### config.mk
export PLATFORM = sky130hd
export DESIGN_NAME = wwdt_top
export DESIGN_NICKNAME = d
export VERILOG_FILES = /design/src/shared/wwdt_pkg.sv /design/src/logic/wwdt_tick_sync.sv /design/src/logic/wwdt_counter.sv /design/src/logic/wwdt_top.sv
export VERILOG_INCLUDE_DIRS = /design/src /design/src/shared
export SDC_FILE = /design/constraint.sdc
export NUM_CORES = 1
export LEC_CHECK = 0
export BUFFER_PORTS_ARGS = -buffer_cell sky130_fd_sc_hd__buf_2
export CAP_MARGIN = 20
export CORE_MARGIN = 1.5
export CORE_UTILIZATION = 45
export CTS_CLUSTER_SIZE = 40
export DETAILED_ROUTE_END_ITERATION = 10
export PLACE_DENSITY = 0.69
export SLEW_MARGIN = 0
export SYNTH_ARGS = -nofsm -noshare
export SYNTH_HDL_FRONTEND = slang
export SYNTH_HIERARCHICAL = 1
export SYNTH_SLANG_ARGS = --single-unit
export TNS_END_PERCENT = 5
### constraint.sdc
create_clock -name mclk -period 4 [get_ports mclk]
set_input_delay 0.8 -clock mclk [delete_from_list [all_inputs] [get_ports mclk]]
set_output_delay 0.8 -clock mclk [all_outputs]
set_load 0.1 [all_outputs]
### src/shared/wwdt_consts.svh
`ifndef WWDT_CONSTS_SVH
`define WWDT_CONSTS_SVH
// Register indices (printed offsets are not word multiples: byte addr = 4*idx)
`define WWDT_IDX_CTRL0   12'hECD
`define WWDT_IDX_CTRL1   12'hECE
`define WWDT_IDX_PSLO    12'hECF
`define WWDT_IDX_PSHI    12'hED0
`define WWDT_IDX_TMR     12'hED1
`define WWDT_IDX_INTST   12'hED2
`define WWDT_IDX_INTMSK  12'hED3
// Field values
`define WWDT_PS_OPEN     5'h1F
`define WWDT_PS_DEFAULT  5'h0B
`define WWDT_PS_MAXCODE  5'h12
`define WWDT_CS_OPEN     3'h7
`define WWDT_CS_RESET    3'h0
`define WWDT_CS_LF       3'h0
`define WWDT_CS_MF       3'h1
`define WWDT_WIN_OPEN    3'h7
`define WWDT_MODE_SOFT   2'h1
`define WWDT_PS_MINDIV   5'h05
// AXI responses
`define WWDT_RESP_OKAY   2'h0
`define WWDT_RESP_SLVERR 2'h2
// Interrupt status bit positions
`define WWDT_EV_TIMEOUT  0
`define WWDT_EV_VIOL     1
`define WWDT_EV_WAKE     2
`endif

### src/shared/wwdt_pkg.sv
package wwdt_pkg;
  typedef enum logic [1:0] {
    WWDT_OFF_ALWAYS, WWDT_SOFT, WWDT_ON_AWAKE, WWDT_ON_ALWAYS
  } wwdt_mode_t;
  typedef enum {WWDT_B_IDLE, WWDT_B_RESP} wwdt_bus_st_t;
endpackage

### src/logic/wwdt_tick_sync.sv
`timescale 1ns/1ns
`default_nettype none
// Brings one watchdog oscillator edge into the mclk domain
module wwdt_tick_sync (
  input  wire logic mclk,
  input  wire logic sys_rst,
  input  wire logic ce,
  input  wire logic osc_in,
  output logic      tick
);
  logic s1_r;
  logic s2_r;
  logic s3_r;
  // Two flops, then a third for edge detect; s1_r feeds only s2_r
  always_ff @(posedge mclk) begin
    if (sys_rst) begin
      s1_r <= 1'b0;
      s2_r <= 1'b0;
      s3_r <= 1'b0;
    end else if (ce) begin
      s1_r <= osc_in;
      s2_r <= s1_r;
      s3_r <= s2_r;
    end
  end
  assign tick = ce & s2_r & ~s3_r;
endmodule // wwdt_tick_sync
`default_nettype wire

### src/logic/wwdt_counter.sv
`timescale 1ns/1ns
`default_nettype none
`include "wwdt_consts.svh"
// 18-bit prescaler plus 5-bit window counter
module wwdt_counter #(
  parameter int PS_W = 18
) (
  input  wire logic            mclk,
  input  wire logic            sys_rst,
  input  wire logic            ce,
  input  wire logic            tick,
  input  wire logic            clr,
  input  wire logic [4:0]      ratio,
  output logic [PS_W-1:0]      ps_cnt,
  output logic [4:0]           win_cnt,
  output logic                 timeout
);
  logic [4:0]      shift;
  logic [PS_W-1:0] ps_top;
  logic            ps_wrap;
  // Reserved codes act as the minimum interval
  assign shift  = (ratio > `WWDT_PS_MAXCODE) ? 5'h00 : ratio;
  // Prescaler period 2^code ticks; 32 window steps give 2^(5+code) in all
  assign ps_top = PS_W'((64'h1 << shift) - 64'h1);
  assign ps_wrap = tick & (ps_cnt == ps_top);
  assign timeout = ps_wrap & (win_cnt == 5'h1F);
  // Prescaler and window counter, cleared by any clear source
  always_ff @(posedge mclk) begin
    if (sys_rst | (ce & clr)) begin
      ps_cnt  <= '0;
      win_cnt <= 5'h00;
    end else if (ce & tick) begin
      ps_cnt  <= ps_wrap ? '0 : ps_cnt + 1'b1;
      if (ps_wrap) win_cnt <= win_cnt + 5'h01;
    end
  end
endmodule // wwdt_counter
`default_nettype wire

### src/logic/wwdt_top.sv
// Behaviour
// - Prescale code 0 divides by 32, each step doubles, up to code 18.
// - Prescale codes 19..31 behave as minimum interval.
// - Prescale resets to 01011 if config is 11111, else config; enable 0.
// - Prescale field read-only unless config prescale setting is 11111.
// - Soft enable bit controls watchdog only in enable mode 01.
// - Clock select 000 low-frequency, 001 medium-frequency, others reserved.
// - Clock select resets 000 if config clock 111, else config; writable only if 111.
// - Window field resets from config, writable only if config is 111.
// - Window code 111 opens 100 percent, each step down 12.5 percent less.
// - Window open while counter >= 4*(7-code).
// - Timer register bit 2 reads the armed state.
// - 18-bit prescaler count readable across low, high, timer bits 1:0.
// - Count and timer registers read-only, reset zero, writes ignored.
// - Intervals assume the 31 kHz low-frequency clock; code 0 about 1 ms.
// - Clear with window closed is a violation, resets like a time-out.
// - Clear needs prior read of control zero; unarmed clear is violation.
// - Counters clear on control write, reset, clear, sleep, wake, disable.
// - Time-out in sleep wakes the device instead of resetting.
//
// Local design decision: the AXI4-Lite register port.
`timescale 1ns/1ns
`default_nettype none
`include "wwdt_consts.svh"
module wwdt_top
  import wwdt_pkg::*;
#(
  parameter int          PS_W  = 18,
  parameter logic [11:0] ADDR_W_IDX = 12'h000
) (
  input  wire logic        mclk,
  input  wire logic        sys_rst,
  input  wire logic        ce,
  // AXI4-Lite slave
  input  wire logic [13:0] s_axi_awaddr,
  input  wire logic        s_axi_awvalid,
  output logic             s_axi_awready,
  input  wire logic [31:0] s_axi_wdata,
  input  wire logic [3:0]  s_axi_wstrb,
  input  wire logic        s_axi_wvalid,
  output logic             s_axi_wready,
  output logic [1:0]       s_axi_bresp,
  output logic             s_axi_bvalid,
  input  wire logic        s_axi_bready,
  input  wire logic [13:0] s_axi_araddr,
  input  wire logic        s_axi_arvalid,
  output logic             s_axi_arready,
  output logic [31:0]      s_axi_rdata,
  output logic [1:0]       s_axi_rresp,
  output logic             s_axi_rvalid,
  input  wire logic        s_axi_rready,
  // Configuration word settings (static straps)
  input  wire logic [1:0]  config_enable_mode,
  input  wire logic [4:0]  config_prescale_setting,
  input  wire logic [2:0]  config_clock_setting,
  input  wire logic [2:0]  config_opening_setting,
  // Core and power-state events (same clock domain)
  input  wire logic        clear_instruction,
  input  wire logic        sleep_enter,
  input  wire logic        sleep_active,
  input  wire logic        wake_by_irq,
  // Oscillator pins (asynchronous)
  input  wire logic        low_freq_oscillator,
  input  wire logic        medium_freq_oscillator,
  // System reset and wake logic
  output logic             wdog_reset,
  output logic             violation_flag,
  output logic             wake_event,
  output logic             wdog_running,
  output logic             irq
);
  logic [4:0] ratio_r;
  logic       soft_en_r;
  logic [2:0] clksel_r;
  logic [2:0] window_r;
  logic       armed_r;
  logic       cfg_load_r;
  logic [2:0] ist_r;
  logic [2:0] imsk_r;
  logic       aw_got_r;
  logic       w_got_r;
  logic [11:0] aw_idx_r;
  logic [31:0] wdata_r;
  logic [3:0]  wstrb_r;
  logic [PS_W-1:0] ps_cnt;
  logic [4:0]  win_cnt;
  logic        timeout;
  logic        tick_lf;
  logic        tick_mf;

  // Bus decode
  wire  [11:0] ar_idx   = s_axi_araddr[13:2];
  wire         do_wr    = aw_got_r & w_got_r & ~s_axi_bvalid;
  wire         do_rd    = s_axi_arvalid & s_axi_arready;
  wire         wr_ctrl0 = do_wr & (aw_idx_r == `WWDT_IDX_CTRL0) & wstrb_r[0];
  wire         wr_ctrl1 = do_wr & (aw_idx_r == `WWDT_IDX_CTRL1) & wstrb_r[0];
  wire         wr_msk   = do_wr & (aw_idx_r == `WWDT_IDX_INTMSK) & wstrb_r[0];
  wire         rd_ctrl0 = do_rd & (ar_idx == `WWDT_IDX_CTRL0);
  wire         rd_ist   = do_rd & (ar_idx == `WWDT_IDX_INTST);
  wire         wr_known = (aw_idx_r >= `WWDT_IDX_CTRL0) &
                          (aw_idx_r <= `WWDT_IDX_INTMSK);
  wire         rd_known = (ar_idx >= `WWDT_IDX_CTRL0) &
                          (ar_idx <= `WWDT_IDX_INTMSK);

  // Writability from configuration straps
  wire ps_wr_ok  = (config_prescale_setting == `WWDT_PS_OPEN);
  wire cs_wr_ok  = (config_clock_setting == `WWDT_CS_OPEN);
  wire win_wr_ok = (config_opening_setting == `WWDT_WIN_OPEN);

  // Operating mode decode
  wire [1:0] mode_bits = config_enable_mode;
  wire       enabled   = (mode_bits == 2'(WWDT_ON_ALWAYS)) |
                         ((mode_bits == 2'(WWDT_ON_AWAKE)) & ~sleep_active) |
                         ((mode_bits == `WWDT_MODE_SOFT) & soft_en_r);
  logic enabled_q_r;
  wire  disable_ev = enabled_q_r & ~enabled;

  // Clock source: code 0 low-frequency, 1 medium; reserved codes pick none
  wire [2:0] eff_cs = cs_wr_ok ? clksel_r : config_clock_setting;
  wire tick_sel = (eff_cs == `WWDT_CS_LF) ? tick_lf :
                  (eff_cs == `WWDT_CS_MF) ? tick_mf : 1'b0;
  wire tick_run = tick_sel & enabled;

  // Window: open at or above 4*(7-code)
  wire [2:0] eff_win   = win_wr_ok ? window_r : config_opening_setting;
  wire [4:0] open_from = {3'h7 - eff_win, 2'b00};
  wire       win_open  = (win_cnt >= open_from);

  // Clear classification: armed and in window, else violation
  wire clr_ok   = enabled & clear_instruction & armed_r & win_open;
  wire clr_viol = enabled & clear_instruction & ~clr_ok;

  // Time-out in sleep wakes instead of reset
  wire to_sleep = timeout & sleep_active;
  wire to_reset = timeout & ~sleep_active;

  // All sources that clear the counters
  wire ctr_clr = wr_ctrl0 | wr_ctrl1 | clr_ok | sleep_enter |
                 wake_by_irq | disable_ev | ~enabled;

  wwdt_tick_sync u_sync_lf (
    .mclk    (mclk),
    .sys_rst (sys_rst),
    .ce      (ce),
    .osc_in  (low_freq_oscillator),
    .tick    (tick_lf)
  );
  wwdt_tick_sync u_sync_mf (
    .mclk    (mclk),
    .sys_rst (sys_rst),
    .ce      (ce),
    .osc_in  (medium_freq_oscillator),
    .tick    (tick_mf)
  );
  wwdt_counter #(.PS_W(PS_W)) u_cnt (
    .mclk    (mclk),
    .sys_rst (sys_rst),
    .ce      (ce),
    .tick    (tick_run),
    .clr     (ctr_clr),
    .ratio   (ratio_r),
    .ps_cnt  (ps_cnt),
    .win_cnt (win_cnt),
    .timeout (timeout)
  );

  // Control registers; prescale and window reset values caught one cycle after release
  always_ff @(posedge mclk) begin
    if (sys_rst) begin
      ratio_r    <= `WWDT_PS_DEFAULT;
      soft_en_r  <= 1'b0;
      clksel_r   <= `WWDT_CS_RESET;
      window_r   <= `WWDT_WIN_OPEN;
      cfg_load_r <= 1'b1;
    end else if (ce) begin
      cfg_load_r <= 1'b0;
      if (cfg_load_r) begin
        ratio_r  <= ps_wr_ok ? `WWDT_PS_DEFAULT
                             : config_prescale_setting;
        window_r <= config_opening_setting;
      end else begin
        if (wr_ctrl0 & ps_wr_ok) ratio_r <= wdata_r[5:1];
        if (wr_ctrl0) soft_en_r <= wdata_r[0];
        if (wr_ctrl1 & cs_wr_ok) clksel_r <= wdata_r[6:4];
        if (wr_ctrl1 & win_wr_ok) window_r <= wdata_r[2:0];
      end
    end
  end

  // Arming: set by reading control zero, spent by a clear instruction or any counter clear; a read in the same cycle wins
  always_ff @(posedge mclk) begin
    if (sys_rst) begin
      armed_r     <= 1'b0;
      enabled_q_r <= 1'b0;
    end else if (ce) begin
      enabled_q_r <= enabled;
      if (rd_ctrl0) armed_r <= 1'b1;
      else if (clear_instruction | ctr_clr) armed_r <= 1'b0;
    end
  end

  // Reset and wake outputs: one-cycle pulses; wdog_running is enabled, registered
  always_ff @(posedge mclk) begin
    if (sys_rst) begin
      wdog_reset     <= 1'b0;
      violation_flag <= 1'b0;
      wake_event     <= 1'b0;
      wdog_running   <= 1'b0;
    end else if (ce) begin
      wdog_reset     <= to_reset | clr_viol;
      violation_flag <= clr_viol;
      wake_event     <= to_sleep;
      wdog_running   <= enabled;
    end
  end

  // Sticky interrupt status; set wins over read-clear
  wire [2:0] ev_set = {to_sleep, clr_viol, to_reset};
  always_ff @(posedge mclk) begin
    if (sys_rst) begin
      ist_r  <= 3'h0;
      imsk_r <= 3'h0;
    end else if (ce) begin
      ist_r <= (rd_ist ? 3'h0 : ist_r) | ev_set;
      if (wr_msk) imsk_r <= wdata_r[2:0];
    end
  end
  assign irq = |(ist_r & imsk_r);

  // Read data mux; count and timer registers are read-only
  wire [7:0] tmr_val = {win_cnt, armed_r, ps_cnt[17:16]};
  logic [31:0] rd_val;
  always_comb begin
    rd_val = 32'h0000_0000;
    case (ar_idx)
      `WWDT_IDX_CTRL0:  rd_val = {26'h0, ratio_r, soft_en_r};
      `WWDT_IDX_CTRL1:  rd_val = {25'h0, eff_cs, 1'b0, eff_win};
      `WWDT_IDX_PSLO:   rd_val = {24'h0, ps_cnt[7:0]};
      `WWDT_IDX_PSHI:   rd_val = {24'h0, ps_cnt[15:8]};
      `WWDT_IDX_TMR:    rd_val = {24'h0, tmr_val};
      `WWDT_IDX_INTST:  rd_val = {29'h0, ist_r};
      `WWDT_IDX_INTMSK: rd_val = {29'h0, imsk_r};
      default:          rd_val = 32'h0000_0000;
    endcase
  end

  // Write channel capture: address and data in either order
  assign s_axi_awready = ~aw_got_r & ~s_axi_bvalid;
  assign s_axi_wready  = ~w_got_r & ~s_axi_bvalid;
  always_ff @(posedge mclk) begin
    if (sys_rst) begin
      aw_got_r     <= 1'b0;
      w_got_r      <= 1'b0;
      aw_idx_r     <= 12'h000;
      wdata_r      <= 32'h0000_0000;
      wstrb_r      <= 4'h0;
      s_axi_bvalid <= 1'b0;
      s_axi_bresp  <= `WWDT_RESP_OKAY;
    end else if (ce) begin
      if (s_axi_awvalid & s_axi_awready) begin
        aw_got_r <= 1'b1;
        aw_idx_r <= s_axi_awaddr[13:2];
      end
      if (s_axi_wvalid & s_axi_wready) begin
        w_got_r <= 1'b1;
        wdata_r <= s_axi_wdata;
        wstrb_r <= s_axi_wstrb;
      end
      if (do_wr) begin
        aw_got_r     <= 1'b0;
        w_got_r      <= 1'b0;
        s_axi_bvalid <= 1'b1;
        s_axi_bresp  <= wr_known ? `WWDT_RESP_OKAY : `WWDT_RESP_SLVERR;
      end else if (s_axi_bvalid & s_axi_bready) begin
        s_axi_bvalid <= 1'b0;
      end
    end
  end

  // Read channel: one read under way; answer the cycle after acceptance
  assign s_axi_arready = ~s_axi_rvalid;
  always_ff @(posedge mclk) begin
    if (sys_rst) begin
      s_axi_rvalid <= 1'b0;
      s_axi_rdata  <= 32'h0000_0000;
      s_axi_rresp  <= `WWDT_RESP_OKAY;
    end else if (ce) begin
      if (do_rd) begin
        s_axi_rvalid <= 1'b1;
        s_axi_rdata  <= rd_val;
        s_axi_rresp  <= rd_known ? `WWDT_RESP_OKAY : `WWDT_RESP_SLVERR;
      end else if (s_axi_rvalid & s_axi_rready) begin
        s_axi_rvalid <= 1'b0;
      end
    end
  end

  // Unarmed or closed-window clear must give a violation and a reset
  a_viol_cause: assert property (
    @(posedge mclk) disable iff (sys_rst)
    ce & enabled & clear_instruction & (~armed_r | ~win_open)
      |=> wdog_reset & violation_flag)
    else $error("clear outside window did not reset");
  // Good clear without a time-out never flags a violation
  a_good_clear: assert property (
    @(posedge mclk) disable iff (sys_rst)
    ce & clr_ok & ~timeout |=> ~violation_flag)
    else $error("armed clear flagged as violation");
  // Sleep time-out wakes and does not reset
  a_sleep_wake: assert property (
    @(posedge mclk) disable iff (sys_rst)
    ce & timeout & sleep_active & ~clr_viol |=> wake_event & ~wdog_reset)
    else $error("sleep time-out reset the device");
  // Control write clears the window counter
  a_wr_clears: assert property (
    @(posedge mclk) disable iff (sys_rst)
    ce & (wr_ctrl0 | wr_ctrl1) |=> (win_cnt == 5'h00))
    else $error("control write did not clear counter");
  // Locked prescale field holds
  a_ps_locked: assert property (
    @(posedge mclk) disable iff (sys_rst)
    ce & ~ps_wr_ok & ~cfg_load_r |=> $stable(ratio_r))
    else $error("locked prescale changed");
  // Window opens exactly at 4*(7-code)
  a_win_edge: assert property (
    @(posedge mclk) disable iff (sys_rst)
    win_open == ({3'h0, win_cnt} >= (8'h1C - {3'h0, eff_win, 2'b00})))
    else $error("window edge wrong");
  // Mode 01 with enable cleared keeps the counter idle
  a_soft_off: assert property (
    @(posedge mclk) disable iff (sys_rst)
    ce & (mode_bits == `WWDT_MODE_SOFT) & ~soft_en_r |=> (win_cnt == 5'h00))
    else $error("soft-disabled watchdog counted");
  // Reading control zero arms the watchdog
  a_armed_bit: assert property (
    @(posedge mclk) disable iff (sys_rst)
    ce & rd_ctrl0 |=> armed_r)
    else $error("read of control zero did not arm");
endmodule // wwdt_top
`default_nettype wire

# Yosys cells after proc, flatten, opt, wreduce, memory -nomap -nowiden
# Cells that the tools add are included.
[classes]
add_sub_neg = 4
shifts = 1
magnitude_cmp = 6
bitwise_logic = 63
div_mod_pow = 0
n_mux = 25
mul = 0
reduce_logical = 24
eq_ne = 19
[ops]
columns = ["op", "n"]
rows = [
  ["equality test 12 bit, second input constant", 10],
  ["one-hot mux 8 bit (7 select lines)", 1],
  ["bitwise AND 1 bit", 40],
  ["AND reduction 2 bit", 13],
  ["greater-or-equal comparator 12 bit, second input constant", 2],
  ["less-or-equal comparator 12 bit, second input constant", 2],
  ["2-to-1 mux 5 bit", 4],
  ["adder 18 x 1 -> 18 bit, second input constant", 1],
  ["equality test 18 bit", 1],
  ["2-to-1 mux 18 bit", 1],
  ["left shift 1 x 5 -> 18 bit, first input constant", 1],
  ["subtractor 18 x 1 -> 18 bit, second input constant", 1],
  ["2-to-1 mux 3 bit", 5],
  ["nonzero test 2 bit", 7],
  ["2-to-1 mux 1 bit", 12],
  ["OR 1 bit", 11],
  ["equality test 5 bit, second input constant", 2],
  ["NOT 1 bit", 10],
  ["equality test 3 bit, second input constant", 2],
  ["AND reduction 3 bit", 2],
  ["adder 5 x 1 -> 5 bit, second input constant", 1],
  ["greater-or-equal comparator 5 bit", 1],
  ["greater-than comparator 5 bit, second input constant", 1],
  ["equality test 2 bit, second input constant", 2],
  ["8 further kinds", 9],
]
[totals]
mem_count = 0
rom_bits = 0
elab_cells = 172
input_bits = 91
latchBits = 0
output_inout_bits = 46
ramBits = 0
ff_bits = 113

# Longest topological paths before layout
# Gate-level depths: netlist of run 1.
[logic_depth]
depth_word = 15
ltp_mapped = 15
ltp_nobuf = 12

# Hierarchy
# The synthesis of run 1 kept the hierarchy.
[modules_own_cells]
columns = ["mod", "instances", "seq_area_each_um2", "cells_per_inst", "area_per_inst_um2"]
rows = [
  ["wwdt_top", 1, 1161.1, 409, 3390.8],
  ["wwdt_counter", 1, 460.4, 244, 1905.6],
  ["wwdt_tick_sync", 2, 60.1, 11, 106.4],
]

# Worst setup path after synthesis of run 1
# OpenSTA, ideal clock, no wires.
[synth_path]
path_type = "register to register"
startpoint = "register ratio_r[4]"
endpoint = "register wdog_reset"
synth_period_minus_slack_ns = 3.108
slack_ns = 0.892
path_stages_with_launch = 13
setup_ns = 0.076
n_path_buf = 3
t_arrival_ns = 3.032
required_time_ns = 3.924
cell_sequence = "dfxtp_1 clkbuf_1 clkbuf_1 or4_1 ha_1 clkbuf_1 o311ai_0 xnor2_1 and4b_4 and3_1 nand3b_1 a21boi_0 o22ai_1"
[synth_between]
elab_chain_len = 9
[synth_lines]
columns = ["item", "line", "source"]
rows = [
  ["start: declaration", "wwdt_top.sv:72", "logic [4:0] ratio_r;"],
  ["start signal: assignment", "wwdt_top.sv:170", "ratio_r <= `WWDT_PS_DEFAULT;"],
  ["start signal: assignment", "wwdt_top.sv:178", "ratio_r <= ps_wr_ok ? `WWDT_PS_DEFAULT"],
  ["start signal: assignment", "wwdt_top.sv:182", "if (wr_ctrl0 & ps_wr_ok) ratio_r <= wdata_r[5:1];"],
  ["greater-than comparator 5 bit (no line)", "n/a", ""],
  ["2-to-1 mux 5 bit *", "wwdt_counter.sv:22", "assign shift = (ratio > `WWDT_PS_MAXCODE) ? 5'h00 : ratio;"],
  ["left shift 1 x 5 -> 18 bit *", "wwdt_counter.sv:24", "assign ps_top = PS_W'((64'h1 << shift) - 64'h1);"],
  ["subtractor 18 x 1 -> 18 bit *", "wwdt_counter.sv:24", ""],
  ["equality test 18 bit *", "wwdt_counter.sv:25", "assign ps_wrap = tick & (ps_cnt == ps_top);"],
  ["bitwise AND 1 bit *", "wwdt_counter.sv:25", ""],
  ["bitwise AND 1 bit *", "wwdt_counter.sv:26", "assign timeout = ps_wrap & (win_cnt == 5'h1F);"],
  ["net timeout", "wwdt_top.sv:87", "logic timeout;"],
  ["bitwise AND 1 bit *", "wwdt_top.sv:135", "wire to_reset = timeout & ~sleep_active;"],
  ["OR 1 bit *", "wwdt_top.sv:210", "wdog_reset <= to_reset | clr_viol;"],
  ["end signal: assignment", "wwdt_top.sv:210", ""],
  ["end: declaration", "wwdt_top.sv:66", "output logic wdog_reset,"],
]
# The timed path passes the listed nets; every way through them passes the cells marked *.
# A chain may end at the register's enable or synchronous reset.

# Worst setup path after layout of run 1
[layout_path]
startpoint = "register ratio_r[2]"
endpoint = "register wdog_reset"
# Same word-level chain as after synthesis.

==> results of run 1 <==
layer usage:
metal  vias to the layer above  routed length, µm  share of wire  track usage
met5                         -                  0              0            0
met2                       167               7410           0.50        0.396
met1                      2467               6440           0.43        0.306
li1                       2555                  -              -            -
met3                        20                822          0.055       0.0335
met4                         0                255          0.017       0.0833
through the flow:
stage                     cell area, µm²  worst slack (ps)
final                               6160               454
after global placement              5880               675
after detailed placement            5880               585
after global routing                6160               222
after floorplan                     5600               892
after CTS                           6150               517
cells in the mapped netlist (6+ instances only):
| library cell | n |
|---|---|
| sky130_fd_sc_hd__a211oi_1 | 6 |
| sky130_fd_sc_hd__a21oi_1 | 36 |
| sky130_fd_sc_hd__and2_1 | 9 |
| sky130_fd_sc_hd__and3_1 | 23 |
| sky130_fd_sc_hd__and3b_1 | 6 |
| sky130_fd_sc_hd__and4_1 | 6 |
| sky130_fd_sc_hd__buf_2 | 15 |
| sky130_fd_sc_hd__buf_4 | 28 |
| sky130_fd_sc_hd__clkbuf_1 | 16 |
| sky130_fd_sc_hd__dfxtp_1 | 87 |
| sky130_fd_sc_hd__ha_1 | 7 |
| sky130_fd_sc_hd__inv_1 | 15 |
| sky130_fd_sc_hd__mux2i_1 | 25 |
| sky130_fd_sc_hd__nand2_1 | 72 |
| sky130_fd_sc_hd__nand2b_1 | 9 |
| sky130_fd_sc_hd__nand3_1 | 20 |
| sky130_fd_sc_hd__nand3b_1 | 11 |
| sky130_fd_sc_hd__nand4_1 | 16 |
| sky130_fd_sc_hd__nor2_1 | 51 |
| sky130_fd_sc_hd__nor2b_1 | 12 |
| sky130_fd_sc_hd__nor3_1 | 15 |
| sky130_fd_sc_hd__nor3b_1 | 7 |
| sky130_fd_sc_hd__nor4_1 | 7 |
| sky130_fd_sc_hd__o21ai_0 | 38 |
| sky130_fd_sc_hd__or3_1 | 6 |
| sky130_fd_sc_hd__xnor2_1 | 12 |
| sky130_fd_sc_hd__xor2_1 | 10 |
final timing paths:
kind | start | to
setup / recovery | ratio_r[2] | wdog_reset
hold / removal | s_axi_rdata[0] | s_axi_rdata[0]
setup reg to reg | ratio_r[2] | wdog_reset
hold reg to reg | s_axi_rdata[0] | s_axi_rdata[0]
cell families after synthesis:
kind of cell	after synthesis	synth area share
AND/OR/NAND/NOR	304	0.314
AO/OA/AOI/OAI	138	0.163
flip-flops	87	0.316
buffers and inverters	81	0.0804
multiplexers	34	0.0706
XOR/XNOR	23	0.0391
adder cells (fa/ha/maj)	7	0.0159
other	1	0.000681
power by group through the flow:
stage          Clock, µW  Sequential [µW]  Combinational (µW)
6_report             797              921                 411
5_1_grt              846              925                 441
4_1_cts              804              920                 408
3_5_place_dp           0              940                 406
3_3_place_gp           0              938                 398
2_1_floorplan          0              948                 324
critical path, cell delays in order (launching register included):
cell and delay [ps]:
sky130_fd_sc_hd__dfxtp_1 430, sky130_fd_sc_hd__or2_2 390, sky130_fd_sc_hd__or4_1 430, sky130_fd_sc_hd__ha_1 370
sky130_fd_sc_hd__xor2_1 210, sky130_fd_sc_hd__nor4bb_1 290, sky130_fd_sc_hd__a311oi_1 90, sky130_fd_sc_hd__a31oi_1 300
sky130_fd_sc_hd__and4_4 340, sky130_fd_sc_hd__and3_1 240, sky130_fd_sc_hd__nand3b_1 110, sky130_fd_sc_hd__a21boi_0 140
sky130_fd_sc_hd__o22ai_1 130
sequential cells by signal (all words and copies together) (netlist names), 3 cells and up:
signal         flops
window_r           3
s_axi_rdata        8
u_cnt/win_cnt      5
aw_idx_r          12
wdata_r            7
ratio_r            5
ist_r              3
imsk_r             3
clksel_r           3
u_cnt/ps_cnt      18
final cells by class:
class | count | area, µm²
fillers | 1169 | 5800
multi-input cells | 532 | 3420
flip-flops and latches | 87 | 1740
repair buffers | 89 | 473
clock buffers | 10 | 229
well taps | 147 | 184
inverters | 17 | 63.8
clock inverters | 6 | 45.0
==> results list, run 1 <==
- Yosys synthesis warning count: 6
* Unique cell type count in the Yosys netlist: just under 80
- Kind of path behind the tightest hold check: register to register
- Summed over all nets, the half-perimeter wirelength after detailed placement is about 11000 µm.
* GRT Residual Overflow: 0
- Count of final hold-check violations: 0
- Sequential group share of total power: 0.433
* Post-detailed-routing wire length: roughly 15000 µm
- For this run, design rule violations remaining after detail routing come to 0.
- The initial antenna violation count came to 0.
- In this run the worst path has a maximum fanout of 14.
* Share of the synthesized area in the top cell type: 0.316
* PD cells: 346 nW/µm²
- The library cell used most frequently in the layout, excluding fill and tap cells, is sky130_fd_sc_hd__dfxtp_1.
- ~140 I/O pins were placed.
* Number of cells in the finished layout apart from fillers: 888
- Yosys top cell by area: sky130_fd_sc_hd__dfxtp_1
* Count of buffers from port buffering: just under 80
- Relative contribution of the clock network to total power: 0.374
* Max Fclk: between 200 and 300 MHz
* Worst Tran Pin Value: 631 ps
- Final critical-path required period: approximately 3500 ps
- Arr. time, crit path: between 3000 and 4000 ps
* Setup TNS after final layout: 0 ps
* Internal reg-to-reg setup slack: 450 ps
- Final number of setup-violating endpoints: 0
- The number of global-route vias before repair was 4947.
- Kind of start point of the critical path: register
- Starting utilization of the core area: 0.461
- Number of hold buffers added after cts: 0
- The first detailed-routing pass took 5 iterations.
- In the routed layout, each cell is associated on average with a via count of slightly below 6.
- Pleak: ~0.0025 µW
- Summed over all nets, the switching power comes to about 700 µW.
* Clock Sink Count: slightly below 90
* NumNets Final: approximately 830
* Relative slew slack: 0.574
- On the final layout, the worst hold slack is 455 ps.
- Synth-to-Final Area Change: 11.8%
- Worst Hold Path Cells: 2
- Rows: 40
- Max Buffers Root-to-Sink: 2
* Fraction of the yosys area taken by sequential cells: 0.316
- Synthesized area: approximately 5500 µm²
- Clock tree from TritonCTS: built
* Inst Count DP: slightly below 900
- Post-cts resize count: 0
- Share of cells above drive strength 1: 0.175
* Gate count of the mapped netlist: slightly below 700
* Num CTS Buffers: 9
* Logic gate share of total power: 0.193
- For the final database, setup skew stands at between 6 and 7 ps.
* Internal Power: approximately 1400 µW
* Die Footprint: 12900 µm²
- The routed layout has 5209 vias.
- Total global routing track utilization: 0.234
- By area the synthesized netlist is led by sky130_fd_sc_hd__dfxtp_1 (32%), sky130_fd_sc_hd__nand2_1 (4.9%), sky130_fd_sc_hd__mux2i_1 (4.5%), sky130_fd_sc_hd__buf_4 (3.8%), sky130_fd_sc_hd__nor2_1 (3.5%).
* Worst VDD drop: between 0.2 and 0.25 mV
- Core footprint: 12000 µm²
- Counting cells, the worst reg-to-reg path comes to 12.
* Share of the core filled with cells in the final layout: 0.515
* Mean cell area of the mapped netlist: between 8 and 9 µm²
- Required time of the worst setup path: 4260 ps
- The clock reaches the later pin of the worst-skew pair after 340 ps.
- Antenna-violating nets left: 0
- H-tree lvl count: 3
- In the layout the commonest cells are sky130_fd_sc_hd__dfxtp_1 (87), sky130_fd_sc_hd__buf_2 (78), sky130_fd_sc_hd__nand2_1 (72).
- Height of the die: approximately 110 µm
* RSZ-0062 raised after global routing: false
* Antenna Diode Count: 0
- Of the available clock period, the critical path in the final layout requires 0.886.
- Count of routing violations after the opening detailed-route iteration: 447
- Among all flip-flop cells after synthesis, the most frequent one is sky130_fd_sc_hd__dfxtp_1.
- Number of max-slew violations in the final report: 0
- Status: finished, final reports clean
- Of the total power, the share spent switching nets is 0.328.
* Die span in x: 114 µm
- Register clock-pin slew on the reported worst setup and hold paths: ~70 ps
- Number of synthesized register bits: 87
* Setup bufs post-CTS: 0
- Number of max-capacitance violations reported: 0
- CP Class: register to register
- Kind of capture point of the worst setup path: register
- The tree is rooted in a sky130_fd_sc_hd__clkbuf_16.
* First-pass GRT wire length: 24400 µm
* Number of flops mapped to enable cells by yosys: 0
* Pin count of the biggest net entering global routing: 37
- The design draws 2130 µW.
- Routed length per placed instance: between 15 and 20 µm
- Async S/R FF share, synth: 0
- Final weighted congestion in routability-driven placement: 0.920
Note: power is estimated with default switching activity, not from simulation.
==> inputs of run 2 (changes only) <==
- SYNTH_HIERARCHICAL: 1 -> not set
==> run 2 against run 1 <==
Against the previous run:
- non-clock buffer count is 7 higher
- clock power is 15% higher
- global-route usage is 0.68 points lower
- critical path depth is 1 higher
- clock-buffer cell count stayed put
- combinational power is 3% higher
- power is 6.2% higher
- via count is 1.6% lower
- die area is 0.86% lower
- clock skew is 2.8 ps higher
- utilization hardly changed
- sequential power hardly changed
==> results list, run 2 <==
- The number of distinct library cells after synthesis was 76 (-3.8%).
* Count of final hold-check violations: 0 (unchanged)
- The global route total overflow came to 0 (unchanged).
- Root Driver: sky130_fd_sc_hd__clkbuf_16
* Final number of setup-violating endpoints: 0 (unchanged)
- H-tree lvl count: 3 (unchanged)
* Number of buffer and inverter stages on the critical path: 2 (+2)
- The cell area after synthesis is 5460 µm² (-0.89%).
- The cell area power density is 369 nW/µm² (+6.7%).
- Rows: 40 (unchanged)
* Commonest cells after routing, fill and taps aside: sky130_fd_sc_hd__nand2_1 (101), sky130_fd_sc_hd__dfxtp_1 (87), sky130_fd_sc_hd__buf_2 (78)
- Flip-flop count of the largest register, all copies and words added: 18 (unchanged)
* Gate family responsible for the most delay along the worst path: simple AND/OR/NAND/NOR gates
* Register clock-pin slew on the reported worst setup and hold paths: 60 ps (about the same)
- The CTS buffer count was 9 (unchanged).
* Final std cell area, no fill: 6140 µm² (-0.41%)
* Worst slack after detailed placement: 402 ps (-183 ps)
* Status: finished, final reports clean
- HPWL after DPL: 10900 µm (-2.0%)
* Top sig layer: met4
* Most used standard cell by instance count after synthesis: sky130_fd_sc_hd__nand2_1
* Core footprint: 11900 µm² (-0.42%)
- Vias in the first global route: 4836 (-2.2%)
* Total iterations of the first detailed-routing run: 5 (unchanged)
* Most frequent cell on the critical path: sky130_fd_sc_hd__buf_4
* Kind of start point of the critical path: register
* Total number of vias: 5128 (-1.6%)
* Final critical-path setup slack: 349 ps (-106 ps)
- STA classifies the critical path endpoint as a register.
* Setup TNS after final layout: 0 ps (unchanged)
* Post-cts resize count: 0 (unchanged)
- The maximum clock frequency was 274 MHz (-2.9%).
- CP Class: register to register
- The synthesized flop and latch total is 87 (unchanged).
- TritonCTS built the clock tree.
- Among all stages on the critical path, the largest delay is contributed by sky130_fd_sc_hd__or4b_1.
- Clock Sink Count: 87 (unchanged)
- The post-cts hold buffer count is 0 (unchanged).
- Max incr delay on CP: 600 ps (+170 ps)
* RSZ-0062 raised after global routing: false
* Final critical-path required period: 3650 ps (+106 ps)
- Required time of the worst setup path: 4180 ps (-80 ps)
- Commonest cells post-synth: sky130_fd_sc_hd__nand2_1 (101), sky130_fd_sc_hd__dfxtp_1 (87), sky130_fd_sc_hd__nor2_1 (52)
- The relative slew slack was 0.364 (-0.210).
- The initial antenna violation count came to 0 (unchanged).
- The first-pass GRT wire length came to 23500 µm (-4.0%).
* Yosys top cell by area: sky130_fd_sc_hd__dfxtp_1
- Top-level port count: 137 (unchanged)
* Fraction of the yosys area taken by sequential cells: 0.319 (+0.00283)
- Met1 WL: 6090 µm (-5.5%)
- The transition time at the pin with the least slew margin came to 954 ps (+323 ps).
- Met3 routed WL: 730 µm (-11%)
- The synthesized netlist cell count is 686 (+1.6%).
* Yosys synthesis warning count: 0 (-6)
- The maximum resistive drop on vdd was 0.263 mV (+25%).
- Arr. time, crit path: 3830 ps (+20 ps)
- Largest fanout of any net on the critical path: 17 (+3)
- The final-layout worst hold slack is 455 ps (+0.519 ps).
* Share of the synthesized area in the top cell type: 0.319 (+0.00283)
- Count of buffers from port buffering: 78 (unchanged)
- Total placed instance area: 5800 µm² (-1.3%)
* Final cycle utilization of the critical path: 0.913 (+0.0264)
- The layout cell share with drive strength beyond 1 came to 0.181 (+0.00602).
* Mean cell area of the mapped netlist: 7.96 µm² (-2.5%)
- The initial core utilization is 0.458 (-0.00216).
* Synth-to-Final Area Change: 12.4%
- The detailed-route wire length per cell came to 16.0 µm (-5.0%).
- The total global-route track usage came to 0.228 (-0.00682).
- Async S/R FF share, synth: 0 (unchanged)
- Number of max-capacitance violations reported: 0 (unchanged)
- Insertion delay of the later-clocked pin in the worst-skew pair: 340 ps (about the same)
- Pin count of the biggest net entering global routing: 58 (+57%)
- The largest registers in the layout are u_cnt.ps_cnt x18, aw_idx_r x12, s_axi_rdata x8.
- The final-report max-slew violation count was 0 (unchanged).
- Main flop type after synthesis: sky130_fd_sc_hd__dfxtp_1
- Met2 wire len: 7350 µm (-0.84%)
* Count of routing violations after the opening detailed-route iteration: 300 (-33%)
- The remaining antenna violation count was 0 (unchanged).
- Counting flops per register, the top entry is u_cnt.ps_cnt.
- Final Skew: 9.18 ps (+2.83 ps)
- The overall die area came to 12800 µm² (-0.86%).
- The clock tree buffer depth was 2 (unchanged).
* Count of unresolved DRC violations after routing: 0 (unchanged)
* Antenna Diode Count: 0 (unchanged)
- The buffer count from post-CTS setup fixing is 0 (unchanged).
- Walking the worst path, the cells encountered are nor2_2, nand2_1, a22oi_1, ha_1, buf_4, xor2_1, o31ai_1, a32oi_1, mux2i_1, or4b_1, nor3_4, buf_4, nor3_1.
* Pleak: 0.00248 µW (-1.9%)
* Height of the die: 113 µm (-0.43%)
* NumNets Final: 849 (+1.8%)
- Cells taking the most area after synthesis: sky130_fd_sc_hd__dfxtp_1 (32%), sky130_fd_sc_hd__nand2_1 (6.9%), sky130_fd_sc_hd__a21oi_1 (4.5%), sky130_fd_sc_hd__mux2i_1 (4.0%), sky130_fd_sc_hd__buf_4 (3.8%)
* Routed via count divided by cell count: 5.69 (-3.1%)
* Number of flops mapped to enable cells by yosys: 0 (unchanged)
* Final weighted congestion in routability-driven placement: 0.875 (-4.9%)
* Post-detailed-routing wire length: 14400 µm (-3.5%)
- The horizontal die dimension is 113 µm (-0.43%).
- Leading cell type in the layout, fill and taps excluded: sky130_fd_sc_hd__nand2_1
- Kind of path behind the tightest hold check: register to register
[run 2: cell types whose count changed after synthesis, sizes merged, moves of 10 or more]
cell and change:
and2 -10, a21oi +13, and3 -13, nor3 +19, buf -10, clkbuf +14, nand3 -10, nand2 +29
[run 2: worst reg2reg max path, cell delays in order, from the launching register on]
cell                      delay (ps)
sky130_fd_sc_hd__dfxtp_1         430
sky130_fd_sc_hd__nor2_2          280
sky130_fd_sc_hd__nand2_1         150
sky130_fd_sc_hd__a22oi_1         240
sky130_fd_sc_hd__ha_1            350
sky130_fd_sc_hd__buf_4           240
sky130_fd_sc_hd__xor2_1           80
sky130_fd_sc_hd__o31ai_1         260
sky130_fd_sc_hd__a32oi_1          90
sky130_fd_sc_hd__mux2i_1         290
sky130_fd_sc_hd__or4b_1          600
sky130_fd_sc_hd__nor3_4          160
sky130_fd_sc_hd__buf_4           240
sky130_fd_sc_hd__nor3_1           90
[run 2: area by class of cell]
type                    instances  area, µm²
flip-flops and latches         87       1740
repair buffers                 96        523
inverters                      20       75.1
well taps                     147        184
clock buffers                  10        239
multi-input cells             536       3280
clock inverters                 6       90.1
fillers                      1157       5780
[run 2: path summary, 6_finish.rpt]
kind | startpoint | end | slack (ps) | cells after the start
hold reg to reg | wdata_r[3] | wdata_r[3] | 460 | 2
setup / recovery | ratio_r[2] | u_cnt.ps_cnt[12] | 350 | 13
hold / removal | wdata_r[3] | wdata_r[3] | 460 | 2
setup reg to reg | ratio_r[2] | u_cnt.ps_cnt[12] | 350 | 13
[run 2: cells by family after synthesis]
logic type / count (synthesis) / synth area share
other: 1 / 0.000687
adder cells (fa/ha/maj): 8 / 0.0183
buffers and inverters: 88 / 0.0969
AO/OA/AOI/OAI: 155 / 0.185
flip-flops: 87 / 0.319
XOR/XNOR: 31 / 0.0497
AND/OR/NAND/NOR: 285 / 0.265
multiplexers: 31 / 0.0651
[run 2: per-layer routing]
layer | up-vias | global-route usage
met2 | 164 | 0.412
met5 | - | 0
met1 | 2424 | 0.275
met4 | 0 | 0.0683
li1 | 2522 | -
met3 | 18 | 0.0391
[run 2: through the flow]
stage / instances / total power [µW] / utilization
floorplan: 711 / 1300 / -
global placement: 885 / 1350 / 0.487
detailed placement: 885 / 1360 / 0.487
CTS: 901 / 2270 / 0.515
global route: 902 / 2350 / 0.515
finish: 902 / 2260 / 0.515
[run 2: power by group]
group | total (µW) | switching (µW) | internal [µW]
clock | 920 | 353 | 567
combinational | 425 | 308 | 117
sequential | 918 | 27.3 | 891
total | 2260 | 688 | 1580
